==> config.mk <==
export PLATFORM = sky130hd
export DESIGN_NAME = scs_clock_switch
export DESIGN_NICKNAME = d
export VERILOG_FILES = /design/src/design/scs_pkg.sv /design/src/design/scs_clock_switch.sv
export SDC_FILE = /design/constraint.sdc
export NUM_CORES = 1
export LEC_CHECK = 0
export BUFFER_PORTS_ARGS = -buffer_cell sky130_fd_sc_hd__buf_2
export CORE_MARGIN = 4
export CORE_UTILIZATION = 55
export CTS_CLUSTER_SIZE = 28
export DETAILED_ROUTE_END_ITERATION = 10
export GPL_TIMING_DRIVEN = 0
export HOLD_SLACK_MARGIN = 0.12
export PLACE_DENSITY = 0.83
export SYNTH_ARGS = -nofsm -noshare
export SYNTH_HDL_FRONTEND = slang
export SYNTH_SLANG_ARGS = --single-unit
export TNS_END_PERCENT = 1
==> constraint.sdc <==
create_clock -name CLK_SYS -period 3.1 [get_ports CLK_SYS]
set_input_delay 0.465 -clock CLK_SYS [delete_from_list [all_inputs] [get_ports CLK_SYS]]
set_output_delay 0.465 -clock CLK_SYS [all_outputs]
set_load 0.01 [all_outputs]
==> src/design/scs_pkg.sv <==
// package: register map, field layout, states and timing for the clock switch block
// Notes on behaviour
// - once the second sequence has started, the state machine status reads zero.
// - the sequencer holds at its supply wait step until the supply level is good.
// - extra wait cycles may be inserted between trigger and visible start.
// - each sequence enable bit is cleared by hardware once that sequence starts.
// - with a non-software trigger, the enable stays set until that trigger fires.
// - last-sequence flag reads one after the second sequence ran.
// - a triggered switch detaches the current clock, even without a target clock.
// - each switch request is synchronised to the target clock before it completes.
// - a lost current clock forces an emergency switch to the backup clock.
// - the stepper register holds one clock enable for each of two domains.
// - clock-off bits act only while the stepper trigger select is nonzero.
package scs_pkg;

  localparam logic [3:0] ADDR_CLK_SEL   = 4'h0;
  localparam logic [3:0] ADDR_CLK_STAT  = 4'h4;
  localparam logic [3:0] ADDR_SEQ_CTRL  = 4'h8;
  localparam logic [3:0] ADDR_SEQ_STAT  = 4'hc;

  localparam int SRC_W        = 2;
  localparam int SEL_SRC_LSB  = 0;
  localparam int ST_BUSY_BIT  = 0;
  localparam int ST_EMERG_BIT = 1;
  localparam int ST_CUR_LSB   = 4;
  localparam int ST_DET_BIT   = 8;
  localparam int SQ_AEN_BIT   = 0;
  localparam int SQ_BEN_BIT   = 1;
  localparam int SQ_TSEL_LSB  = 4;
  localparam int SQ_ON_M_BIT  = 8;
  localparam int SQ_ON_1_BIT  = 9;
  localparam int SQ_OFF_M_BIT = 10;
  localparam int SQ_OFF_1_BIT = 11;
  localparam int SQ_STEP_LSB  = 12;
  localparam int SS_PSM_LSB   = 0;
  localparam int SS_LAST_BIT  = 4;

  localparam logic [1:0] RST_SRC    = 2'h0;
  localparam logic [1:0] BACKUP_SRC = 2'h0;
  localparam logic [1:0] TRG_SW     = 2'h0;
  localparam logic [1:0] STEP_TSEL_RST = 2'h0;

  // target clock presence sampled per edge, three stages then agreement
  localparam int SYNC_STAGES  = 3;
  localparam int LOSS_NS      = 400;
  localparam int CLK_NS       = 20;
  localparam int LOSS_CYC     = LOSS_NS / CLK_NS;
  localparam int XTRA_WAIT    = 4;

  typedef enum logic [2:0] {
    PSM_IDLE   = 3'b000,
    PSM_WAIT   = 3'b001,
    PSM_SUPPLY = 3'b010,
    PSM_RUN    = 3'b011
  } scs_psm_t;

  typedef enum logic [1:0] {
    SW_IDLE   = 2'b00,
    SW_DETACH = 2'b01,
    SW_SYNC   = 2'b10
  } scs_sw_t;

  typedef struct packed {
    logic [3:0]  addr;
    logic [15:0] wdata;
    logic        wr;
    logic        rd;
  } scs_bus_t;

endpackage : scs_pkg

==> src/design/scs_clock_switch.sv <==
// clock source switch, power sequence start status and domain clock gating
`timescale 1ns/1ps
module scs_clock_switch
  import scs_pkg::*;
#(
  parameter int NSRC     = 4,
  parameter int LOSS_LIM = LOSS_CYC,
  parameter int WAITS    = XTRA_WAIT
) (
  // clock and reset
  input  wire logic             CLK_SYS,
  input  wire logic             RST_B,
  // register port
  input  wire logic [3:0]       ADDR,
  input  wire logic [15:0]      WDATA,
  input  wire logic             WR,
  input  wire logic             RD,
  output logic      [15:0]      RDATA,
  // clock sources: presence and target ticks from the oscillators
  input  wire logic [NSRC-1:0]  SRC_PRESENT,
  input  wire logic [NSRC-1:0]  SRC_TICK,
  // power sequence inputs
  input  wire logic             SUPPLY_OK,
  input  wire logic             EXT_TRIG,
  // clock mux and gate controls
  output logic [SRC_W-1:0]      MUX_SEL,
  output logic                  MUX_DETACH,
  output logic                  GATE_EN_MAIN,
  output logic                  GATE_EN_FIRST
);

  typedef struct packed {
    logic [2:0][NSRC-1:0] pres_sy;
    logic [2:0][NSRC-1:0] tick_sy;
    logic [2:0]           sup_sy;
    logic [2:0]           trg_sy;
    logic [NSRC-1:0]      pres;
    logic                 sup_ok;
    logic                 trg_lvl;
    logic                 trg_prev;
    scs_sw_t              sw;
    logic [SRC_W-1:0]     cur;
    logic [SRC_W-1:0]     tgt;
    logic                 detach;
    logic                 emerg;
    logic [8:0]           loss_cnt;
    scs_psm_t             psm;
    logic [3:0]           wait_cnt;
    logic                 run_b;
    logic                 en_a;
    logic                 en_b;
    logic [1:0]           tsel;
    logic                 last_b;
    logic                 on_m;
    logic                 on_1;
    logic                 off_m;
    logic                 off_1;
    logic [1:0]           step_tsel;
    logic                 gate_m;
    logic                 gate_1;
    logic [15:0]          rdata;
  } scs_state_t;

  scs_state_t s_q;
  scs_state_t s_d;
  scs_bus_t   bus;

  assign bus = '{addr: ADDR, wdata: WDATA, wr: WR, rd: RD};

  logic [NSRC-1:0] tick_edge;
  genvar gi;
  generate
    for (gi = 0; gi < NSRC; gi++) begin : g_src
      // stage 0 feeds only stage 1; edges are judged between stages 1 and 2
      assign tick_edge[gi] = s_q.tick_sy[1][gi] & ~s_q.tick_sy[2][gi];
    end
  endgenerate

  always_comb begin
    s_d = s_q;
    s_d.pres_sy  = {s_q.pres_sy[1:0], SRC_PRESENT};
    s_d.tick_sy  = {s_q.tick_sy[1:0], SRC_TICK};
    s_d.sup_sy   = {s_q.sup_sy[1:0], SUPPLY_OK};
    s_d.trg_sy   = {s_q.trg_sy[1:0], EXT_TRIG};
    for (int i = 0; i < NSRC; i++) begin
      if (s_q.pres_sy[1][i] == s_q.pres_sy[2][i]) begin
        s_d.pres[i] = s_q.pres_sy[2][i];
      end
    end
    if (s_q.sup_sy[1] == s_q.sup_sy[2]) begin
      s_d.sup_ok = s_q.sup_sy[2];
    end
    if (s_q.trg_sy[1] == s_q.trg_sy[2]) begin
      s_d.trg_lvl = s_q.trg_sy[2];
    end
    s_d.trg_prev = s_q.trg_lvl;

    // clock switch sequencing
    unique case (s_q.sw)
      SW_IDLE: begin
        // software checks presence of both clocks first; hardware does not refuse
        if (bus.wr && bus.addr == ADDR_CLK_SEL) begin
          s_d.tgt    = bus.wdata[SEL_SRC_LSB +: SRC_W];
          s_d.detach = 1'b1;
          s_d.sw     = SW_DETACH;
        end
      end
      SW_DETACH: begin
        s_d.sw = SW_SYNC;
      end
      SW_SYNC: begin
        // wait for an edge of the new target; with no target the system stays detached
        if (tick_edge[s_q.tgt]) begin
          s_d.cur    = s_q.tgt;
          s_d.detach = 1'b0;
          s_d.sw     = SW_IDLE;
        end
      end
      default: s_d.sw = SW_IDLE;
    endcase

    // clock-loss watchdog on the running source
    if (tick_edge[s_q.cur] || s_q.sw != SW_IDLE || s_q.detach) begin
      s_d.loss_cnt = '0;
    end else if (s_q.loss_cnt != 9'(LOSS_LIM)) begin
      s_d.loss_cnt = s_q.loss_cnt + 9'h001;
    end
    if (s_q.sw == SW_IDLE && (s_q.loss_cnt == 9'(LOSS_LIM) || !s_q.pres[s_q.cur])
        && s_q.cur != BACKUP_SRC) begin
      // no frequency ratio limit applies here
      s_d.cur      = BACKUP_SRC;
      s_d.detach   = 1'b0;
      s_d.emerg    = 1'b1;
      s_d.loss_cnt = '0;
    end

    // power sequence control
    if (bus.wr && bus.addr == ADDR_SEQ_CTRL) begin
      s_d.en_a      = bus.wdata[SQ_AEN_BIT] | s_q.en_a;
      s_d.en_b      = bus.wdata[SQ_BEN_BIT] | s_q.en_b;
      s_d.tsel      = bus.wdata[SQ_TSEL_LSB +: 2];
      s_d.on_m      = bus.wdata[SQ_ON_M_BIT];
      s_d.on_1      = bus.wdata[SQ_ON_1_BIT];
      s_d.off_m     = bus.wdata[SQ_OFF_M_BIT];
      s_d.off_1     = bus.wdata[SQ_OFF_1_BIT];
      s_d.step_tsel = bus.wdata[SQ_STEP_LSB +: 2];
    end
    if (bus.wr && bus.addr == ADDR_CLK_STAT && bus.wdata[ST_EMERG_BIT]) begin
      s_d.emerg = 1'b0;
    end

    unique case (s_q.psm)
      PSM_IDLE: begin
        // a non-software trigger must be seen as a rising edge
        if ((s_q.en_a || s_q.en_b) &&
            (s_q.tsel == TRG_SW || (s_q.trg_lvl && !s_q.trg_prev))) begin
          // first then second sequence in turn
          s_d.run_b    = s_q.last_b ? 1'b0 : s_q.en_b & ~s_q.en_a;
          s_d.wait_cnt = 4'(WAITS);
          s_d.psm      = PSM_WAIT;
        end
      end
      PSM_WAIT: begin
        if (s_q.wait_cnt == 4'h0) begin
          s_d.psm = PSM_SUPPLY;
        end else begin
          s_d.wait_cnt = s_q.wait_cnt - 4'h1;
        end
      end
      PSM_SUPPLY: begin
        if (s_q.sup_ok) begin
          s_d.psm = PSM_RUN;
        end
      end
      PSM_RUN: begin
        // start is visible: enable cleared, status back to zero
        if (s_q.run_b) begin
          s_d.en_b = 1'b0;
        end else begin
          s_d.en_a = 1'b0;
        end
        s_d.last_b = s_q.run_b;
        s_d.psm    = PSM_IDLE;
      end
      default: s_d.psm = PSM_IDLE;
    endcase

    // stepper gating; clock-off only counts with a nonzero trigger select
    s_d.gate_m = s_q.on_m & ~(s_q.off_m & (s_q.step_tsel != STEP_TSEL_RST));
    s_d.gate_1 = s_q.on_1 & ~(s_q.off_1 & (s_q.step_tsel != STEP_TSEL_RST));

    s_d.rdata = '0;
    if (bus.rd) begin
      unique case (bus.addr)
        ADDR_CLK_SEL: s_d.rdata[SEL_SRC_LSB +: SRC_W] = s_q.tgt;
        ADDR_CLK_STAT: begin
          s_d.rdata[ST_BUSY_BIT]           = (s_q.sw != SW_IDLE);
          s_d.rdata[ST_EMERG_BIT]          = s_q.emerg;
          s_d.rdata[ST_CUR_LSB +: SRC_W]   = s_q.cur;
          s_d.rdata[ST_DET_BIT]            = s_q.detach;
        end
        ADDR_SEQ_CTRL: begin
          s_d.rdata[SQ_AEN_BIT]            = s_q.en_a;
          s_d.rdata[SQ_BEN_BIT]            = s_q.en_b;
          s_d.rdata[SQ_TSEL_LSB +: 2]      = s_q.tsel;
          s_d.rdata[SQ_ON_M_BIT]           = s_q.on_m;
          s_d.rdata[SQ_ON_1_BIT]           = s_q.on_1;
          s_d.rdata[SQ_OFF_M_BIT]          = s_q.off_m;
          s_d.rdata[SQ_OFF_1_BIT]          = s_q.off_1;
          s_d.rdata[SQ_STEP_LSB +: 2]      = s_q.step_tsel;
        end
        ADDR_SEQ_STAT: begin
          s_d.rdata[SS_PSM_LSB +: 3]       = s_q.psm;
          s_d.rdata[SS_LAST_BIT]           = s_q.last_b;
        end
        default: s_d.rdata = '0;
      endcase
    end
  end

  always_ff @(posedge CLK_SYS or negedge RST_B) begin
    if (!RST_B) begin
      s_q <= '0;
    end else begin
      s_q <= s_d;
    end
  end

  assign RDATA         = s_q.rdata;
  assign MUX_SEL       = s_q.cur;
  assign MUX_DETACH    = s_q.detach;
  assign GATE_EN_MAIN  = s_q.gate_m;
  assign GATE_EN_FIRST = s_q.gate_1;

endmodule : scs_clock_switch

---- Word level (Yosys, flattened, before mapping) ----
Index checks and enable logic that the tools add are counted.
word-level totals
  flip-flop bits (word level) ............. 91
  input bits .............................. 34
  output and inout bits ................... 21
  logic and storage cells ................. 154
operators by class
  add/subtract/negate cells ............... 2
  magnitude comparators ................... 2
  equal/unequal tests ..................... 24
  multiplexer cells ....................... 36
  bitwise gates (word level) .............. 18
  reduce and logical (&&, ||, !) cells .... 36
operators with widths
  cell                                                                    count
  9-bit 2-to-1 mux                                                        2
  14-bit 2-to-1 mux                                                       1
  2-bit nonzero test                                                      7
  4-bit 2-to-1 mux                                                        3
  2-bit != test (second input constant)                                   6
  11-bit 2-to-1 mux                                                       1
  1-bit 2-to-1 mux                                                        10
  9-bit by 1-bit adder with 9-bit output (second input constant)          1
  1-bit AND                                                               9
  9-bit by 5-bit equality test with 1-bit output (second input constant)  1
  9-bit by 5-bit != test with 1-bit output (second input constant)        1
  3-bit case mux with 3 select lines                                      1
  3-bit AND reduction                                                     3
  4-bit equality test (second input constant)                             2
  1-bit logical AND                                                       8
  4-bit logical NOT                                                       2
  2-bit 2-to-1 mux                                                        4
  8-bit 2-to-1 mux                                                        1
  2-bit case mux with 4 select lines                                      1
  4-bit case mux with 2 select lines                                      1
  2-bit AND reduction                                                     4
  1-bit inverter                                                          7
  1-bit binary-select mux with 2-bit select                               3
  1-bit equality test                                                     6
  other kinds (20)                                                        33

---- Longest topological paths before layout ----
  depth in word-level cells ............... 9
  gate-level depth with buffers ........... 8
  mapped depth without buffers ............ 7

---- Worst setup path before layout ----
OpenSTA, ideal clock, no wires.
  path type ............................... register to register
  start ................................... reg s_q[37] (netlist name)
  end ..................................... reg s_q[39] (netlist name)
  library setup time ...................... 0.080 ns
  arrival time ............................ 1.797 ns
  data required time ...................... 3.020 ns
  slack ................................... 1.224 ns
  stages on the path, launching flop included .. 9
  buffers on the path ..................... 1
  period minus slack after synthesis ...... 1.876 ns
  cell sequence ........................... dfrtp_1 > inv_1 > ha_1 > nor4b_2 > a21oi_2 > o22ai_1 > or4b_1 > buf_6 > nor3_4
between the ends
  cells in the longest elaborated chain, start to end .. 5
  elaborated cells between the ends (all ways) .. 10
  classes of those cells .................. add/sub: 1; eq/ne: 2; mux: 3; reduce/logical: 4
RTL lines
  element                                                                         line                     RTL
  from (decl)                                                                     scs_clock_switch.sv:64   scs_state_t s_q;
  from (signal assigned)                                                          scs_clock_switch.sv:223  s_q <= '0;
  from (signal assigned)                                                          scs_clock_switch.sv:225  s_q <= s_d;
  branches (longest 5 deep; another with 9-bit by 1-bit adder with 9-bit output)  --
Several ways; the timed one is not identified. The select of a mux whose other input is x is not followed.
A chain may end at the register's enable or synchronous reset.

---- Worst setup path after layout ----
Same ends and word-level chain as after synthesis.

==> flow_metrics.tcl <==
set metrics [dict create \
    status "complete, no violations" \
    ios 55 \
    synth_top_family_by_area "simple AND/OR/NAND/NOR gates" \
    yosysWarnings 0 \
    die_x_um 86.6 \
    final-max-slew-violation-count 0 \
    fin_crit_sh_pct 66.8 \
    reg2reg_from "s_q[37]" \
    cts_tree "done" \
    grt_max_degree 52 \
    synth-edff-count 0 \
    worst_pin_slew_ps 536 \
    antenna_cells 0 \
    core_area_mm2 0.00596 \
    endpoint_kind "flip-flop" \
    rows 28 \
    synth.avg_cell_area_um2 12.0 \
    ant_nets 0 \
    synthArstFlopShare_pct 100 \
    vias 2160 \
    yosys.area_share.simple_pct 13.4 \
    dp_cells 407 \
    clk_latency_ps 350 \
    hold_viol_final 0 \
    max_freq_ghz 0.483 \
    layout.nets 386 \
    drive_above_1_share_pct 29.2 \
    fin_crit_ps 2070 \
    gp_congestion 0.837 \
    slew-limit-headroom_pct 63.9 \
    multi_input_area_mm2 0.00117 \
    cpMaxStageDelayCell "or4b_1" \
    synthFlopType "dfrtp_1" \
    grt_pass1_vias 2124 \
    antenna_found_initial 0 \
    crit_path_max_fanout 9 \
    root_buffer "clkbuf_8" \
    seqCellArea_mm2 0.00203 \
    drc 0 \
    synthAdderAreaFrac_pct 4.42 \
    totalWireLength_um 5590 \
    drt_iter0_markers 157 \
    place_ws_ps 1060 \
    synth_compound_area_share_pct 9.39 \
    hold_start "SRC_PRESENT[2]" \
    ys_seq_area_share_pct 59.7 \
    portBuffers 42 \
    synth.cell_area_mm2 0.00340 \
    synth_cells 284 \
    min_path_type "in -> reg" \
    critPathArrivalTime_ps 2350 \
    critPathBufInv 2 \
    cts_resized 0 \
    cts_max_path_buffers 2 \
    clk_pin_slew_ps 90 \
    n_fill_cell 470 \
    cts_sinks 81 \
    initial_utilization_pct 57.0 \
    stdcell_count 424 \
    cts_setup_buffers 0 \
    fin_tns_setup_ps 0 \
    crit_family "simple AND/OR/NAND/NOR gates" \
    path_cells "inv_1 -> ha_1 -> nor4b_2 -> a21oi_2 -> o22ai_1 -> or4b_1 -> buf_6 -> nor3_4" \
    syn2layout_area_growth_pct 16.2 \
    die_y_um 86.6 \
    startpoint_type "flip-flop" \
    startpoint "s_q[37]" \
    synthMuxAreaShare_pct 4.94 \
    p_per_area_mw_per_mm2 701 \
    grt_pass1_wl_um 9680 \
    path_class "reg -> reg" \
    die_area_mm2 0.00750 \
    yosysUniqueCellTypes 51 \
    setup_viol 0 \
    ir_drop_mv 0.415 \
    worst_slack_ps 1030 \
    ys_ff_latch 81 \
    cap_violations 0 \
    drtPass1Iterations 4 \
    grt_overflow_total 0 \
    avgRoutedWirePerCell_um 13.2 \
    rsz0062_at_grt "false" \
    grt_usage_pct 16.7 \
    hpwlAfterDp_um 4040 \
    cts-buffers-inserted 9 \
    htree_levels 3 \
    yosys.area_share.xor_xnor_pct 1.55 \
    power_leakage_nw 1.90 \
    post_drt_via_cell_ratio 5.09 \
    fin_skew_ps 12.0 \
    max_stage_delay_ps 500 \
    required_ps 3380 \
]
## worst paths after layout
path | to | slack, ps | cells past startpoint
max | s_q[39] | 1030 | 8
min | s_d[85] | 220 | 1
max reg2reg | s_q[39] | 1030 | 8
min reg2reg | s_d[66] | 350 | 0
max in group asynchronous | s_d[62] | 1950 | 3
min in group asynchronous | s_q[41] | 580 | 2
## per-layer routing
metal	wire, um	track usage, %
met4	64	7.79
met3	305	4.47
met5	0	0
met2	2570	25.0
met1	2650	22.9
## power by group
| group | leakage, nW | internal, W | switching, W | total (W) |
|---|---|---|---|---|
| combinational | 0.801 | 0.000342 | 0.000374 | 0.000717 |
| clock | 0.0859 | 0.000306 | 0.000411 | 0.000717 |
| sequential | 1.01 | 0.00120 | 0.000129 | 0.00133 |
## final cells by class
type                    instances  share of cell area [%]
inverters                      15                    1.43
multi-input cells             171                    29.6
well taps                      75                    2.38
repair buffers                 44                    6.34
plain buffers                  22                    4.15
clock inverters                 7                    1.59
flip-flops and latches         81                    51.4
clock buffers                   9                    3.14
## logic make-up (layout without fill, tap and decap cells)
logic type,after synthesis,count (layout)
AND/OR/NAND/NOR,82,82
flip-flops,81,81
AO/OA/AOI/OAI,49,49
buffers and inverters,37,97
multiplexers,15,15
adder cells (fa/ha/maj),13,13
XOR/XNOR,6,6
other,1,6
## per-stage QoR
| stage | hold WS, ps | instance area, um2 | power, W | utilization, % |
|---|---|---|---|---|
| floorplan | 169 | 3420 | 0.00186 | - |
| global placement | 331 | 3720 | 0.00203 | 62.5 |
| detailed placement | 336 | 3750 | 0.00207 | 63.0 |
| CTS | 203 | 3950 | 0.00279 | 66.3 |
| global route | 180 | 3950 | 0.00295 | 66.3 |
| finish | 217 | 3950 | 0.00277 | 66.3 |
## sequential cells by signal, indices dropped and copies added, names as in the netlist
signal,flops
s_d,19
MUX_DETACH,1
RDATA,11
GATE_EN_FIRST,1
s_q,46
MUX_SEL,2
GATE_EN_MAIN,1
## cell usage in the layout, fill, tap and decap left out, types with 3 or more instances in the layout
master / netlist / final
o21ai_0: 9 / 9
nand2b_1: 3 / 3
and3_1: 6 / 6
maj3_1: 5 / 5
buf_4: 19 / 20
o22ai_1: 3 / 3
nor2_1: 23 / 23
xor2_1: 4 / 4
ha_1: 8 / 8
mux2_2: 14 / 14
inv_1: 15 / 15
a22oi_1: 5 / 5
clkbuf_8: 0 / 9
conb_1: 1 / 6
a21oi_1: 15 / 15
clkinvlp_4: 0 / 3
nand2_1: 13 / 13
nor3b_1: 3 / 3
nor2b_1: 4 / 4
dfrtp_1: 81 / 81
buf_2: 2 / 43
nand3_1: 9 / 9
and2_1: 6 / 6
## Yosys cell counts, drive strengths merged, types with 2 or more instances
library cell  count  share of area, %
a21boi            3              0.66
a21oi            16               2.5
a22oi             5               1.1
a41oi             2              0.52
and2              6               1.1
and3              6               1.1
buf              22               4.8
dfrtp            81                60
ha                8               2.9
inv              15               1.7
maj3              5               1.5
mux2             14               4.6
nand2            13               1.4
nand2b            3              0.55
nand3             9               1.3
nor2             23               2.5
nor2b             4              0.74
nor3              2              0.63
nor3b             3              0.66
nor4              2              0.37
nor4b             2              0.70
nor4bb            2              0.77
o21ai             9               1.3
o22ai             3              0.55
or2               2              0.37
or3               2              0.37
xnor2             2              0.52
xor2              4               1.0
## repair_timing
| action | in CTS | in global routing |
|---|---|---|
| hold buffers | 1 | 0 |
| setup endpoints to repair | 0 | 0 |
| hold endpoints to repair | 30 | 0 |
No activity file was read; power rests on OpenSTA's default activity.
